--- config.mk ---
export PLATFORM = sky130hd
export DESIGN_NAME = pwio_seq
export DESIGN_NICKNAME = d
export VERILOG_FILES = /design/src/pwio_pkg.sv /design/src/pwio_sched_mem.sv /design/src/pwio_seq.sv
export SDC_FILE = /design/constraint.sdc
export NUM_CORES = 2
export LEC_CHECK = 0
export ABC_AREA = 1
export BUFFER_PORTS_ARGS = -buffer_cell sky130_fd_sc_hd__buf_2
export CORE_ASPECT_RATIO = 2
export CORE_MARGIN = 2
export CORE_UTILIZATION = 36
export DETAILED_ROUTE_END_ITERATION = 16
export RECOVER_POWER = 25
export SYNTH_ARGS = -nofsm -noshare
export SYNTH_HDL_FRONTEND = slang
export SYNTH_SLANG_ARGS = --single-unit
--- constraint.sdc ---
create_clock -name hclk -period 4.6 [get_ports hclk]
set_input_delay 0.23 -clock hclk [delete_from_list [all_inputs] [get_ports hclk]]
set_output_delay 0.23 -clock hclk [all_outputs]
set_load 0.1 [all_outputs]
--- src/pwio_pkg.sv ---
// Shared constants, register map and types for the welder I/O sequencer.
// Assumes a single 125 MHz clock domain; times are held in ms and turned into cycles.
package pwio_pkg;

  // Clock and times
  localparam int CLK_KHZ        = 125000;
  localparam int CYC_PER_MS     = CLK_KHZ;
  localparam int CHARGE_MAX_MS  = 60000;
  localparam int END_DELAY_MS   = 40;
  localparam int SHUTTER_MIN_MS = 150;
  localparam int END_DELAY_CYC  = END_DELAY_MS * CYC_PER_MS;

  // Counter widths
  localparam int MS_W  = 17;
  localparam int DLY_W = 23;
  localparam int CHG_W = 16;
  localparam logic [CHG_W-1:0] CHARGE_MS_CNT = CHG_W'(CHARGE_MAX_MS);

  // Schedule memory
  localparam int SCHED_N  = 32;
  localparam int SCHED_AW = 5;

  // Register byte offsets
  localparam logic [7:0] A_CTRL     = 8'h00;
  localparam logic [7:0] A_STATUS   = 8'h04;
  localparam logic [7:0] A_SCHED    = 8'h08;
  localparam logic [7:0] A_WIDX     = 8'h0c;
  localparam logic [7:0] A_LIMITS   = 8'h10;
  localparam logic [7:0] A_CONFIG   = 8'h14;
  localparam logic [7:0] A_ENERGY   = 8'h18;
  localparam logic [7:0] A_IRQ_STAT = 8'h1c;
  localparam logic [7:0] A_IRQ_EN   = 8'h20;
  localparam logic [7:0] A_IRQ_CLR  = 8'h24;
  localparam logic [7:0] A_PCOUNT   = 8'h28;

  // Field positions
  localparam int CTRL_HV      = 0;
  localparam int LIM_UP_LSB   = 16;
  localparam int LIM_LO_LSB   = 0;
  localparam int CFG_WAVE_LSB = 0;
  localparam int CFG_IVL_LSB  = 8;
  localparam int CFG_RPT_LSB  = 16;
  localparam int ST_READY     = 0;
  localparam int ST_EXT       = 1;
  localparam int ST_EMIT      = 2;
  localparam int ST_END       = 3;
  localparam int ST_HIGH      = 4;
  localparam int ST_LOW       = 5;
  localparam int ST_CHARGING  = 6;
  localparam int ST_FAULT     = 7;

  // Interrupt bits
  localparam int IRQ_W     = 4;
  localparam int IRQ_READY = 0;
  localparam int IRQ_CHTO  = 1;
  localparam int IRQ_END   = 2;
  localparam int IRQ_NG    = 3;

  // AHB encodings
  localparam logic [1:0] HTRANS_NONSEQ = 2'h2;
  localparam logic       HRESP_OKAY    = 1'h0;

  typedef struct packed {
    logic [3:0]  wave;
    logic [11:0] upper;
    logic [11:0] lower;
    logic [7:0]  interval_ms;
    logic [7:0]  repeat_n;
  } pwio_sched_s;

  localparam int SCHED_W = $bits(pwio_sched_s);

  typedef struct packed {
    logic done;
    logic high;
    logic low;
  } pwio_judge_s;

  typedef enum logic [1:0] {CHG_OFF, CHG_RUN, CHG_READY, CHG_FAULT} pwio_chg_e;

endpackage : pwio_pkg

--- src/pwio_sched_mem.sv ---
// Schedule store: one write port, one read port with registered read data.
// Assumes both ports on the same clock; a read sees a write one cycle later.
`timescale 1ns/10ps
module pwio_sched_mem #(
  parameter int W  = 44,
  parameter int D  = 32,
  parameter int AW = 5
) (
  // Clock
  input  wire logic          hclk,
  // Write port
  input  wire logic          wr_en,
  input  wire logic [AW-1:0] wr_addr,
  input  wire logic [W-1:0]  wr_data,
  // Read port
  input  wire logic [AW-1:0] rd_addr,
  output logic      [W-1:0]  rd_data
);
  logic [W-1:0] mem [D];

  always_ff @(posedge hclk) begin
    if (wr_en) begin
      mem[wr_addr] <= wr_data;
    end
  end

  always_ff @(posedge hclk) begin
    rd_data <= mem[rd_addr];
  end
endmodule : pwio_sched_mem

--- src/pwio_seq.sv ---
// Welder I/O sequencer: control source, start handling, charge/ready, beam gating,
// end-of-output and energy judgment, schedule store, AHB-Lite registers and interrupt.
// Assumes pins arrive asynchronously; pulse_done and energy come from on-clock logic.
`timescale 1ns/10ps
module pwio_seq
  import pwio_pkg::*;
#(
  parameter int MS_CYC  = pwio_pkg::CYC_PER_MS,
  parameter int END_CYC = pwio_pkg::END_DELAY_CYC
) (
  // Clock and reset
  input  wire logic                          hclk,
  input  wire logic                          hresetn,
  // AHB-Lite slave
  input  wire logic                          hsel,
  input  wire logic [31:0]                   haddr,
  input  wire logic [1:0]                    htrans,
  input  wire logic                          hwrite,
  input  wire logic [2:0]                    hsize,
  input  wire logic                          hready,
  input  wire logic [31:0]                   hwdata,
  output logic      [31:0]                   hrdata,
  output logic                               hreadyout,
  output logic                               hresp,
  // Remote line connector one, closed contact reads high
  input  wire logic                          ext_mode_pin,
  input  wire logic                          start_pin,
  input  wire logic                          beam_one_select,
  input  wire logic                          beam_two_select,
  // Panel and charger pins
  input  wire logic                          panel_toggle_pin,
  input  wire logic                          charge_done_pin,
  // Laser driver, same clock
  input  wire logic                          pulse_done,
  input  wire logic [11:0]                   pulse_energy,
  output logic                               pulse_req_r,
  output pwio_pkg::pwio_sched_s              active_sched_r,
  // Outputs to the lines
  output logic                               hv_on,
  output logic                               ready_r,
  output logic                               unit_one_fire,
  output logic                               unit_two_fire,
  output pwio_pkg::pwio_judge_s              judge_r,
  // Interrupt
  output logic                               irq
);
  // Synchronisers for pins
  localparam int NPIN = 6;
  logic [NPIN-1:0] pin_meta_r;
  logic [NPIN-1:0] pin_sync_r;
  wire  [NPIN-1:0] pin_raw = {ext_mode_pin, start_pin, beam_one_select,
                              beam_two_select, panel_toggle_pin, charge_done_pin};

  always_ff @(posedge hclk or negedge hresetn) begin
    if (!hresetn) begin
      pin_meta_r <= '0;
      pin_sync_r <= '0;
    end else begin
      pin_meta_r <= pin_raw;
      pin_sync_r <= pin_meta_r;
    end
  end

  wire ext_mode  = pin_sync_r[5];
  wire start_s   = pin_sync_r[4];
  wire beam_one_select_s   = pin_sync_r[3];
  wire beam_two_select_s   = pin_sync_r[2];
  wire toggle_s  = pin_sync_r[1];
  wire chg_done  = pin_sync_r[0];

  // Software-visible registers
  logic [31:0]          ctrl_r;
  logic [SCHED_AW-1:0]  sched_sel_r;
  logic [SCHED_AW-1:0]  widx_r;
  logic [23:0]          limits_r;
  logic [IRQ_W-1:0]     irq_stat_r;
  logic [IRQ_W-1:0]     irq_en_r;
  logic [11:0]          energy_r;
  logic [15:0]          pcount_r;

  // AHB address phase capture
  logic                 wr_pend_r;
  logic [7:0]           wr_addr_r;

  wire addr_ok  = hsel && hready && (htrans == HTRANS_NONSEQ);
  wire rd_take  = addr_ok && !hwrite;
  wire wr_take  = addr_ok && hwrite;
  wire [7:0] a8 = haddr[7:0];

  wire wr_ctrl  = wr_pend_r && (wr_addr_r == A_CTRL);
  wire wr_sched = wr_pend_r && (wr_addr_r == A_SCHED);
  wire wr_widx  = wr_pend_r && (wr_addr_r == A_WIDX);
  wire wr_lim   = wr_pend_r && (wr_addr_r == A_LIMITS);
  wire wr_cfg   = wr_pend_r && (wr_addr_r == A_CONFIG);
  wire wr_ien   = wr_pend_r && (wr_addr_r == A_IRQ_EN);
  wire wr_iclr  = wr_pend_r && (wr_addr_r == A_IRQ_CLR);

  assign hreadyout = 1'h1;
  assign hresp     = HRESP_OKAY;

  always_ff @(posedge hclk or negedge hresetn) begin
    if (!hresetn) begin
      wr_pend_r <= 1'h0;
      wr_addr_r <= 8'h00;
    end else begin
      wr_pend_r <= wr_take;
      wr_addr_r <= a8;
    end
  end

  always_ff @(posedge hclk or negedge hresetn) begin
    if (!hresetn) begin
      ctrl_r      <= 32'h0000_0000;
      sched_sel_r <= '0;
      widx_r      <= '0;
      limits_r    <= 24'h00_0000;
      irq_en_r    <= '0;
    end else begin
      if (wr_ctrl)  ctrl_r      <= hwdata;
      if (wr_sched) sched_sel_r <= hwdata[SCHED_AW-1:0];
      if (wr_widx)  widx_r      <= hwdata[SCHED_AW-1:0];
      if (wr_lim)   limits_r    <= {hwdata[LIM_UP_LSB+:12], hwdata[LIM_LO_LSB+:12]};
      if (wr_ien)   irq_en_r    <= hwdata[IRQ_W-1:0];
    end
  end

  // Schedule store; a write to the config word commits limits and config together
  pwio_sched_s wr_sched_word;
  logic [SCHED_W-1:0] rd_word;
  logic emit_on;

  assign wr_sched_word = '{wave:        hwdata[CFG_WAVE_LSB+:4],
                           upper:       limits_r[23:12],
                           lower:       limits_r[11:0],
                           interval_ms: hwdata[CFG_IVL_LSB+:8],
                           repeat_n:    hwdata[CFG_RPT_LSB+:8]};

  pwio_sched_mem #(
    .W  (SCHED_W),
    .D  (SCHED_N),
    .AW (SCHED_AW)
  ) u_mem (
    .hclk    (hclk),
    .wr_en   (wr_cfg),
    .wr_addr (widx_r),
    .wr_data (wr_sched_word),
    .rd_addr (sched_sel_r),
    .rd_data (rd_word)
  );

  // Active schedule is sampled only while idle, so a burst keeps its settings
  always_ff @(posedge hclk or negedge hresetn) begin
    if (!hresetn) begin
      active_sched_r <= '0;
    end else if (!emit_on) begin
      active_sched_r <= pwio_sched_s'(rd_word);
    end
  end

  // Millisecond tick
  logic [MS_W-1:0] ms_cnt_r;
  wire             ms_tick = (ms_cnt_r == MS_W'(MS_CYC - 1));

  always_ff @(posedge hclk or negedge hresetn) begin
    if (!hresetn) begin
      ms_cnt_r <= '0;
    end else begin
      ms_cnt_r <= ms_tick ? '0 : ms_cnt_r + 1'b1;
    end
  end

  // Charging and ready
  pwio_chg_e        chg_r;
  pwio_chg_e        chg_nxt;
  logic [CHG_W-1:0] chg_ms_r;
  wire              hv_req = ctrl_r[CTRL_HV];

  assign hv_on = hv_req;

  always_comb begin
    chg_nxt = chg_r;
    case (chg_r)
      CHG_OFF: begin
        if (hv_req) chg_nxt = CHG_RUN;
      end
      CHG_RUN: begin
        if (!hv_req) chg_nxt = CHG_OFF;
        else if (chg_done) chg_nxt = CHG_READY;
        else if (chg_ms_r == CHARGE_MS_CNT) chg_nxt = CHG_FAULT;
      end
      CHG_READY: begin
        if (!hv_req) chg_nxt = CHG_OFF;
      end
      default: begin
        if (!hv_req) chg_nxt = CHG_OFF;
      end
    endcase
  end

  always_ff @(posedge hclk or negedge hresetn) begin
    if (!hresetn) begin
      chg_r    <= CHG_OFF;
      chg_ms_r <= '0;
      ready_r  <= 1'h0;
    end else begin
      chg_r    <= chg_nxt;
      chg_ms_r <= (chg_r != CHG_RUN) ? '0 : chg_ms_r + CHG_W'(ms_tick);
      ready_r  <= (chg_nxt == CHG_READY);
    end
  end

  // Control source and emission request
  logic toggle_d_r;
  logic panel_emit_r;
  wire  toggle_rise = toggle_s && !toggle_d_r;

  always_ff @(posedge hclk or negedge hresetn) begin
    if (!hresetn) begin
      toggle_d_r   <= 1'h0;
      panel_emit_r <= 1'h0;
    end else begin
      toggle_d_r <= toggle_s;
      if (ext_mode || !ready_r) panel_emit_r <= 1'h0;
      else if (toggle_rise) panel_emit_r <= !panel_emit_r;
    end
  end

  wire emit_req = ext_mode ? start_s : panel_emit_r;

  // Burst sequencing: pulses at the schedule interval until the repeat count
  logic       emit_d_r;
  logic       burst_done_r;
  logic [7:0] ivl_ms_r;
  logic [7:0] shots_r;
  assign      emit_on   = emit_req && ready_r && !burst_done_r;
  wire        emit_rise = emit_req && ready_r && !emit_d_r;
  wire [7:0]  ivl_lim   = (active_sched_r.interval_ms == 8'h00) ? 8'h01
                          : active_sched_r.interval_ms;
  wire        fire_now  = emit_on && (emit_rise || (ms_tick && ivl_ms_r + 8'h01 >= ivl_lim));
  wire        last_shot = (active_sched_r.repeat_n != 8'h00)
                          && (shots_r + 8'h01 == active_sched_r.repeat_n);

  always_ff @(posedge hclk or negedge hresetn) begin
    if (!hresetn) begin
      emit_d_r     <= 1'h0;
      burst_done_r <= 1'h0;
      ivl_ms_r     <= 8'h00;
      shots_r      <= 8'h00;
      pulse_req_r  <= 1'h0;
    end else begin
      emit_d_r    <= emit_req && ready_r;
      pulse_req_r <= fire_now;
      if (!(emit_req && ready_r)) begin
        burst_done_r <= 1'h0;
        shots_r      <= 8'h00;
        ivl_ms_r     <= 8'h00;
      end else if (fire_now) begin
        shots_r      <= shots_r + 8'h01;
        ivl_ms_r     <= 8'h00;
        burst_done_r <= last_shot;
      end else if (ms_tick) begin
        ivl_ms_r <= ivl_ms_r + 8'h01;
      end
    end
  end

  // Both units fire on the same pulse when both beams are selected
  assign unit_one_fire = pulse_req_r && beam_one_select_s;
  assign unit_two_fire = pulse_req_r && beam_two_select_s;

  // End-of-output delay and judgment
  logic             dly_run_r;
  logic [DLY_W-1:0] dly_cnt_r;
  wire              dly_exp = dly_run_r && (dly_cnt_r == DLY_W'(END_CYC - 1));
  wire              judge_hi = energy_r > active_sched_r.upper;
  wire              judge_lo = energy_r < active_sched_r.lower;

  always_ff @(posedge hclk or negedge hresetn) begin
    if (!hresetn) begin
      dly_run_r <= 1'h0;
      dly_cnt_r <= '0;
      energy_r  <= 12'h000;
      pcount_r  <= 16'h0000;
      judge_r   <= '0;
    end else begin
      if (pulse_done) begin
        dly_run_r <= 1'h1;
        dly_cnt_r <= '0;
        energy_r  <= pulse_energy;
        pcount_r  <= pcount_r + 16'h0001;
      end else if (dly_exp) begin
        dly_run_r <= 1'h0;
      end else if (dly_run_r) begin
        dly_cnt_r <= dly_cnt_r + 1'b1;
      end
      // A new start drops the previous result; otherwise it holds
      if (emit_rise) begin
        judge_r <= '0;
      end else if (dly_exp && !pulse_done) begin
        judge_r <= '{done: 1'h1, high: judge_hi, low: judge_lo};
      end
    end
  end

  // Interrupts: hardware set wins over a software clear in the same cycle
  logic [IRQ_W-1:0] irq_set;
  logic             ready_d_r;
  wire              fault_rise = (chg_nxt == CHG_FAULT) && (chg_r != CHG_FAULT);
  wire  [IRQ_W-1:0] irq_clr    = wr_iclr ? hwdata[IRQ_W-1:0] : '0;

  always_comb begin
    irq_set            = '0;
    irq_set[IRQ_READY] = ready_r && !ready_d_r;
    irq_set[IRQ_CHTO]  = fault_rise;
    irq_set[IRQ_END]   = dly_exp && !pulse_done;
    irq_set[IRQ_NG]    = dly_exp && !pulse_done && (judge_hi || judge_lo);
  end

  always_ff @(posedge hclk or negedge hresetn) begin
    if (!hresetn) begin
      irq_stat_r <= '0;
      ready_d_r  <= 1'h0;
    end else begin
      ready_d_r  <= ready_r;
      irq_stat_r <= (irq_stat_r & ~irq_clr) | irq_set;
    end
  end

  assign irq = |(irq_stat_r & irq_en_r);

  // Read data, registered at the address phase
  logic [31:0] status_w;
  logic [31:0] rd_mux;

  always_comb begin
    status_w              = 32'h0000_0000;
    status_w[ST_READY]    = ready_r;
    status_w[ST_EXT]      = ext_mode;
    status_w[ST_EMIT]     = emit_on;
    status_w[ST_END]      = judge_r.done;
    status_w[ST_HIGH]     = judge_r.high;
    status_w[ST_LOW]      = judge_r.low;
    status_w[ST_CHARGING] = (chg_r == CHG_RUN);
    status_w[ST_FAULT]    = (chg_r == CHG_FAULT);
  end

  always_comb begin
    if (a8 == A_CTRL)          rd_mux = ctrl_r;
    else if (a8 == A_STATUS)   rd_mux = status_w;
    else if (a8 == A_SCHED)    rd_mux = {27'h000_0000, sched_sel_r};
    else if (a8 == A_WIDX)     rd_mux = {27'h000_0000, widx_r};
    else if (a8 == A_LIMITS)   rd_mux = {4'h0, limits_r[23:12], 4'h0, limits_r[11:0]};
    else if (a8 == A_ENERGY)   rd_mux = {20'h0_0000, energy_r};
    else if (a8 == A_IRQ_STAT) rd_mux = {28'h000_0000, irq_stat_r};
    else if (a8 == A_IRQ_EN)   rd_mux = {28'h000_0000, irq_en_r};
    else if (a8 == A_PCOUNT)   rd_mux = {16'h0000, pcount_r};
    else                       rd_mux = 32'h0000_0000;
  end

  always_ff @(posedge hclk or negedge hresetn) begin
    if (!hresetn) begin
      hrdata <= 32'h0000_0000;
    end else if (rd_take) begin
      hrdata <= rd_mux;
    end
  end
endmodule : pwio_seq

# Yosys cells after proc, flatten, opt, wreduce, memory -nomap -nowiden
# Memory sizes are Yosys's and may differ from the RTL's. A register that Yosys moved wholly into a read port is not among the register bits.
# Index checks and enable logic that the tools add are counted.
# word_totals
reg_bits	284
latchBits	0
ramBits	1408
rom_bits	0
input_bits	93
out_inout_bits	87
wordCells	162
memories	1
# mem_list
name	depth	width	read_ports	rd_ports_with_merged_regs	write_ports	line_no	rtl
u_mem.mem	32	44	1	1	1	pwio_sched_mem.sv:19	logic [W-1:0] mem [D];
# op_classes
addsub	6
multipliers	0
n_div	0
n_lt_le_gt_ge	3
n_eq_ne	28
n_shift	0
n_mux	38
bitwise_logic	4
reduce_logical	47
# op_table
operator	count
28-bit two-way mux	4
16-bit two-way mux	5
23-bit two-way mux	3
8-bit two-way mux	6
8-bit by 5-bit == test with 1-bit output (second input constant)	5
8-bit by 4-bit == test with 1-bit output (second input constant)	4
8-bit by 6-bit == test with 1-bit output (second input constant)	4
32-bit two-way mux	1
1-bit logical AND	25
8-bit zero test	3
23-bit by 1-bit adder with 23-bit output (second input constant)	1
23-bit == test (second input constant)	1
17-bit by 1-bit adder with 17-bit output (second input constant)	1
17-bit == test (second input constant)	1
17-bit two-way mux	1
16-bit by 1-bit adder with 16-bit output	1
16-bit by 1-bit adder with 16-bit output (second input constant)	1
8-bit by 1-bit adder with 8-bit output (second input constant)	2
16-bit == test (second input constant)	1
12-bit > comparator	1
12-bit < comparator	1
2-bit two-way mux	5
1-bit two-way mux	9
4-bit bitwise AND	2
20 further kinds	38

# Depth between registers and ports, before layout
# logic_depth
word_depth	10
depth_mapped	18
mapped_depth_nobuf	17

# Hierarchy
# From an unflattened synthesis, not the netlist that was laid out.
# unflattened
hier_cells	6467
hier_area_um2	71279.6
# modules_own_cells
module	n_inst	cells_each	area_per_inst_um2	seq_area_each_um2
pwio_sched_mem	1	4842	57612.8	43161.4
pwio_seq	1	1625	13666.9	7106.8

# Worst setup path after synthesis
# OpenSTA, ideal clock, no wires.
# synth_timing
path_kind	register to register
startpoint	register wr_addr_r[7]
endpoint	memory u_mem.mem[12][0] (enable)
setup_ns	0.446
arrival_ns	3.191
required_ns	4.154
path_slack_ns	0.964
path_stages_with_launch	7
n_path_buf	0
synth_period_minus_slack_ns	3.636
cell_sequence	dfrtp_1 or2_2 nor4b_2 nand2_1 nor2_1 nand3_1 nor2_1
# synth_via
elab_chain_cells	4
# synth_lines
element	line_no	rtl
start: declaration	pwio_seq.sv:83	logic [7:0] wr_addr_r;
start signal: assignment	pwio_seq.sv:104	wr_addr_r <= 8'h00;
start signal: assignment	pwio_seq.sv:107	wr_addr_r <= a8;
8-bit by 5-bit == test with 1-bit output	pwio_seq.sv:94	wire wr_cfg = wr_pend_r && (wr_addr_r == A_CONFIG);
1-bit logical AND	pwio_seq.sv:94	
1-bit two-way mux	pwio_sched_mem.sv:22	if (wr_en) begin
1-bit two-way mux (implied by the code)	pwio_sched_mem.sv:23	mem[wr_addr] <= wr_data;
end: declaration	pwio_sched_mem.sv:19	
# Every way passes these cells.

==> results.txt <==
Fmax achieved: 0.303 GHz
worst path buffer plus inverter count: 2
clock net sink count: 1736
overall via count from detail_route: 46700
sum of overflow across all layers after global routing: 0
synthesis-stage register bit count: 1736
sequence of cells on the critical path: inv_16 -> buf_12 -> o21ai_0 -> o22ai_1 -> o21ai_0 -> o21ai_1 -> nand2_1 -> nand2_1
max_cap viols: 15
Avg Vias per Cell: 5.52
warnings from Yosys: 0
starting DRC count in detailed routing: 4338
top-level port count: 180
Clock H-tree levels: 4
cell at the root of the clock tree: sky130_fd_sc_hd__clkbuf_16
syn_area_per_cell: 12.3 um2
top area cells in the synthesized netlist: sky130_fd_sc_hd__edfxtp_1 61%, sky130_fd_sc_hd__dfrtp_1 10%, sky130_fd_sc_hd__o21ai_0 6.1%, sky130_fd_sc_hd__nor2_1 4.6%, sky130_fd_sc_hd__o221ai_1 3.6%
cell area power density: 400 nW/um2
number of global-route vias before repair: 47100
area of the mapped netlist: 69700 um2
Antenna Nets Post-Route: 0
std cell rows: 228
Multi-input gate area: 17000 um2
Setup TNS: 0 ns
Seq/Total Area, Yosys: 72.1%
signal arrival time at the worst endpoint: 3.94 ns
Final Hold Violating Endpoints: 0
floorplan core area: 193000 um2
Mapped Nets: 5791
TritonCTS Buffers: 145
actual slew at the worst max-slew pin: 3.23 ns
layout net count: 5933
share of the clock period used by the worst path after layout: 71.8%
die height: 626 um
clock tree buffer depth: 4
part of the total power dissipated in combinational logic: 6.0%
Post-route DRC: 0
Slew Limit Fails: 607
Layout Area Growth over Synthesis: 13.2%
GR Util All Layers: 20.9%
number of antenna violations at the first check in global routing: 18
area of all sequential standard cells: 50300 um2
Largest stage delay, worst path: 0.70 ns
Finish-stage setup viols: 0
routability congestion estimate from global placement: 0.883
endpoint kind of the worst setup timing path: flip-flop
fraction of registers with async set/reset: 16.4%
wire per inst: 24.8 um
final worst path period need: 3.30 ns
area enclosed by the die boundary: 197000 um2
most frequent cells in the layout: 1408 x sky130_fd_sc_hd__edfxtp_1, 846 x sky130_fd_sc_hd__o21ai_0, 827 x sky130_fd_sc_hd__nor2_1, 657 x sky130_fd_sc_hd__nand2_1, 287 x sky130_fd_sc_hd__o221ai_1
result of the run: finished, violations left
DPL Wire Length: 122000 um
share of final-layout standard cells stronger than drive strength 1: 8.95%
Max VDD drop: 0.537 mV
Starting Density: 36.2%
data required time at the worst endpoint: 5.23 ns
leakage dissipation: 29.0 nW
count of input and output buffers: 150
width of the die: 315 um
number of optimization iterations in the first detailed-route pass: 6
final core utilization: 41.0%
share of power burned in the clock network: 39.3%
switching power total: 7.36 mW
number of enable flip-flop cells after synthesis: 1408
power share of the sequential group: 54.7%
setup repair after global routing missed its margin: false
critical path startpoint category: flip-flop
fraction of synthesized cell area taken by the top area cell type: 60.7%
maximum fanout count along the critical path: 242
clock tree from TritonCTS: built
Synth cell types: 60
kind of cell adding the most delay to the critical path: buffers and inverters
clock latency of the later-clocked register in the worst-skew pair: 0.80 ns
highest-delay cell along the critical path: sky130_fd_sc_hd__dfrtp_4
switching share of power: 23.3%
Tightest Hold Check Type: in -> reg
first-pass GRT wire length: 306000 um
final clock skew: 0.0328 ns
post-layout power: 31.6 mW
largest net degree at the start of global routing: 243
Slew headroom: -116%
Gate Count Post-Synth: 5660
final-layout fill cell count: 17800
Routed WL: 209000 um
register clock-pin slew on the reported worst setup and hold paths: 0.07 ns
violations in the final reports: max-capacitance violations, max-slew violations
Crit Path Class: reg -> reg
most common flop cell mapped by yosys: sky130_fd_sc_hd__edfxtp_1
post-CTS setup buffer count: 0
design internal power: 24.2 mW
worst slack on hold paths: 0.0898 ns
biggest area consumer among synthesized cells: sky130_fd_sc_hd__edfxtp_1
commonest non-fill, non-tap cell in the layout: sky130_fd_sc_hd__edfxtp_1
==> power by group through the flow <==
stage / registers (mW) / logic [mW] / clock network, mW
5_1_grt: 17.3 / 2.02 / 13.0
3_3_place_gp: 17.6 / 1.83 / 0
2_1_floorplan: 18.3 / 0.559 / 0
6_report: 17.3 / 1.89 / 12.4
3_5_place_dp: 17.6 / 1.85 / 0
4_1_cts: 17.3 / 1.91 / 12.6
==> cells by family (layout without fill, tap and decap cells) <==
logic type / count (synthesis) / in the layout / share of synthesized area [%]
other cells: 2 / 29 / 0.0108
mux: 8 / 8 / 0.129
fa+ha+maj: 38 / 38 / 0.682
simple gates: 1874 / 1874 / 11.0
buf+inv: 582 / 822 / 3.76
xor+xnor: 37 / 37 / 0.465
compound gates: 1383 / 1383 / 11.8
flops: 1736 / 1736 / 72.1
==> cell type report <==
| cell class | instances | share of cell area [%] |
|---|---|---|
| Multi-Input combinational cell | 3342 | 21.6 |
| Timing Repair Buffer | 347 | 3.63 |
| Sequential cell | 1736 | 63.7 |
| Clock inverter | 66 | 0.842 |
| Inverter | 230 | 1.13 |
| Antenna cell | 27 | 0.0856 |
| Clock buffer | 179 | 4.96 |
| Tap cell | 2530 | 4.01 |
==> registers in the layout (all words and copies together), names as in the netlist, 3 cells and up <==
| name | count |
|---|---|
| energy_r | 12 |
| irq_stat_r | 4 |
| wr_addr_r | 8 |
| sched_sel_r | 5 |
| ms_cnt_r | 17 |
| u_mem.rd_data | 44 |
| shots_r | 8 |
| hrdata | 32 |
| chg_ms_r | 16 |
| u_mem.mem | 1408 |
| judge_r | 3 |
| pin_meta_r | 6 |
| irq_en_r | 4 |
| ivl_ms_r | 8 |
| dly_cnt_r | 23 |
| pcount_r | 16 |
| ctrl_r | 32 |
| pin_sync_r | 6 |
| active_sched_r | 44 |
| limits_r | 24 |
| widx_r | 5 |
==> worst register-to-register path: stages (launching register included) <==
cell,delay (ns)
sky130_fd_sc_hd__dfrtp_4,0.70
sky130_fd_sc_hd__inv_16,0.46
sky130_fd_sc_hd__buf_12,0.94
sky130_fd_sc_hd__o21ai_0,0.15
sky130_fd_sc_hd__o22ai_1,0.17
sky130_fd_sc_hd__o21ai_0,0.14
sky130_fd_sc_hd__o21ai_1,0.17
sky130_fd_sc_hd__nand2_1,0.06
sky130_fd_sc_hd__nand2_1,0.34
==> final timing paths <==
kind / from / end / slack, ns / cells past startpoint
setup / recovery: sched_sel_r[0]$_DFFE_PN0P_ / u_mem.rd_data[26]$_DFF_P_ / 1.30 / 8
hold / removal: charge_done_pin / pin_meta_r[0]$_DFF_PN0_ / 0.09 / 2
setup reg to reg: sched_sel_r[0]$_DFFE_PN0P_ / u_mem.rd_data[26]$_DFF_P_ / 1.30 / 8
hold reg to reg: pin_meta_r[2]$_DFF_PN0_ / pin_sync_r[2]$_DFF_PN0_ / 0.36 / 0
max in group asynchronous: hresetn / active_sched_r[34]$_DFFE_PN0N_ / 1.51 / 3
min in group asynchronous: hresetn / active_sched_r[5]$_DFFE_PN0N_ / 1.07 / 2
==> synth_stat cells, drive strengths merged (2+ instances only) <==
library cell / count
a21boi: 2
a21oi: 94
a2bb2oi: 19
and3: 2
buf: 135
clkbuf: 217
clkinv: 2
conb: 2
dfrtp: 284
dfxtp: 44
edfxtp: 1408
ha: 38
inv: 228
mux2: 8
nand2: 663
nand3: 246
nand3b: 4
nand4: 34
nor2: 867
nor3: 45
nor4: 7
nor4b: 2
o211ai: 23
o21ai: 898
o21bai: 3
o221ai: 287
o22ai: 47
o31ai: 2
or2: 3
xnor2: 10
xor2: 27
==> routing by layer <==
metal,vias to the layer above,global-route usage (%),routed length [um]
li1,20800,-,-
met1,23500,22.9,74100
met2,1797,37.3,107000
met3,529,2.20,10900
met4,4,15.4,17300
met5,-,0,27
==> timing repair <==
| action | in CTS | in global routing |
|---|---|---|
| gates resized for setup | 0 | 0 |
| hold buffers | 72 | 0 |
| hold endpoints to repair | 449 | 0 |
==> metrics by stage <==
step | instance area, um2 | std cells | setup slack, ns
after floorplan | 69700 | 5660 | 0.964
after global placement | 73600 | 8113 | 1.44
after detailed placement | 73600 | 8113 | 1.42
after CTS | 78900 | 8430 | 1.38
after global routing | 78900 | 8455 | 0.895
final | 78900 | 8457 | 1.30
No activity file was read; power rests on OpenSTA's default activity.
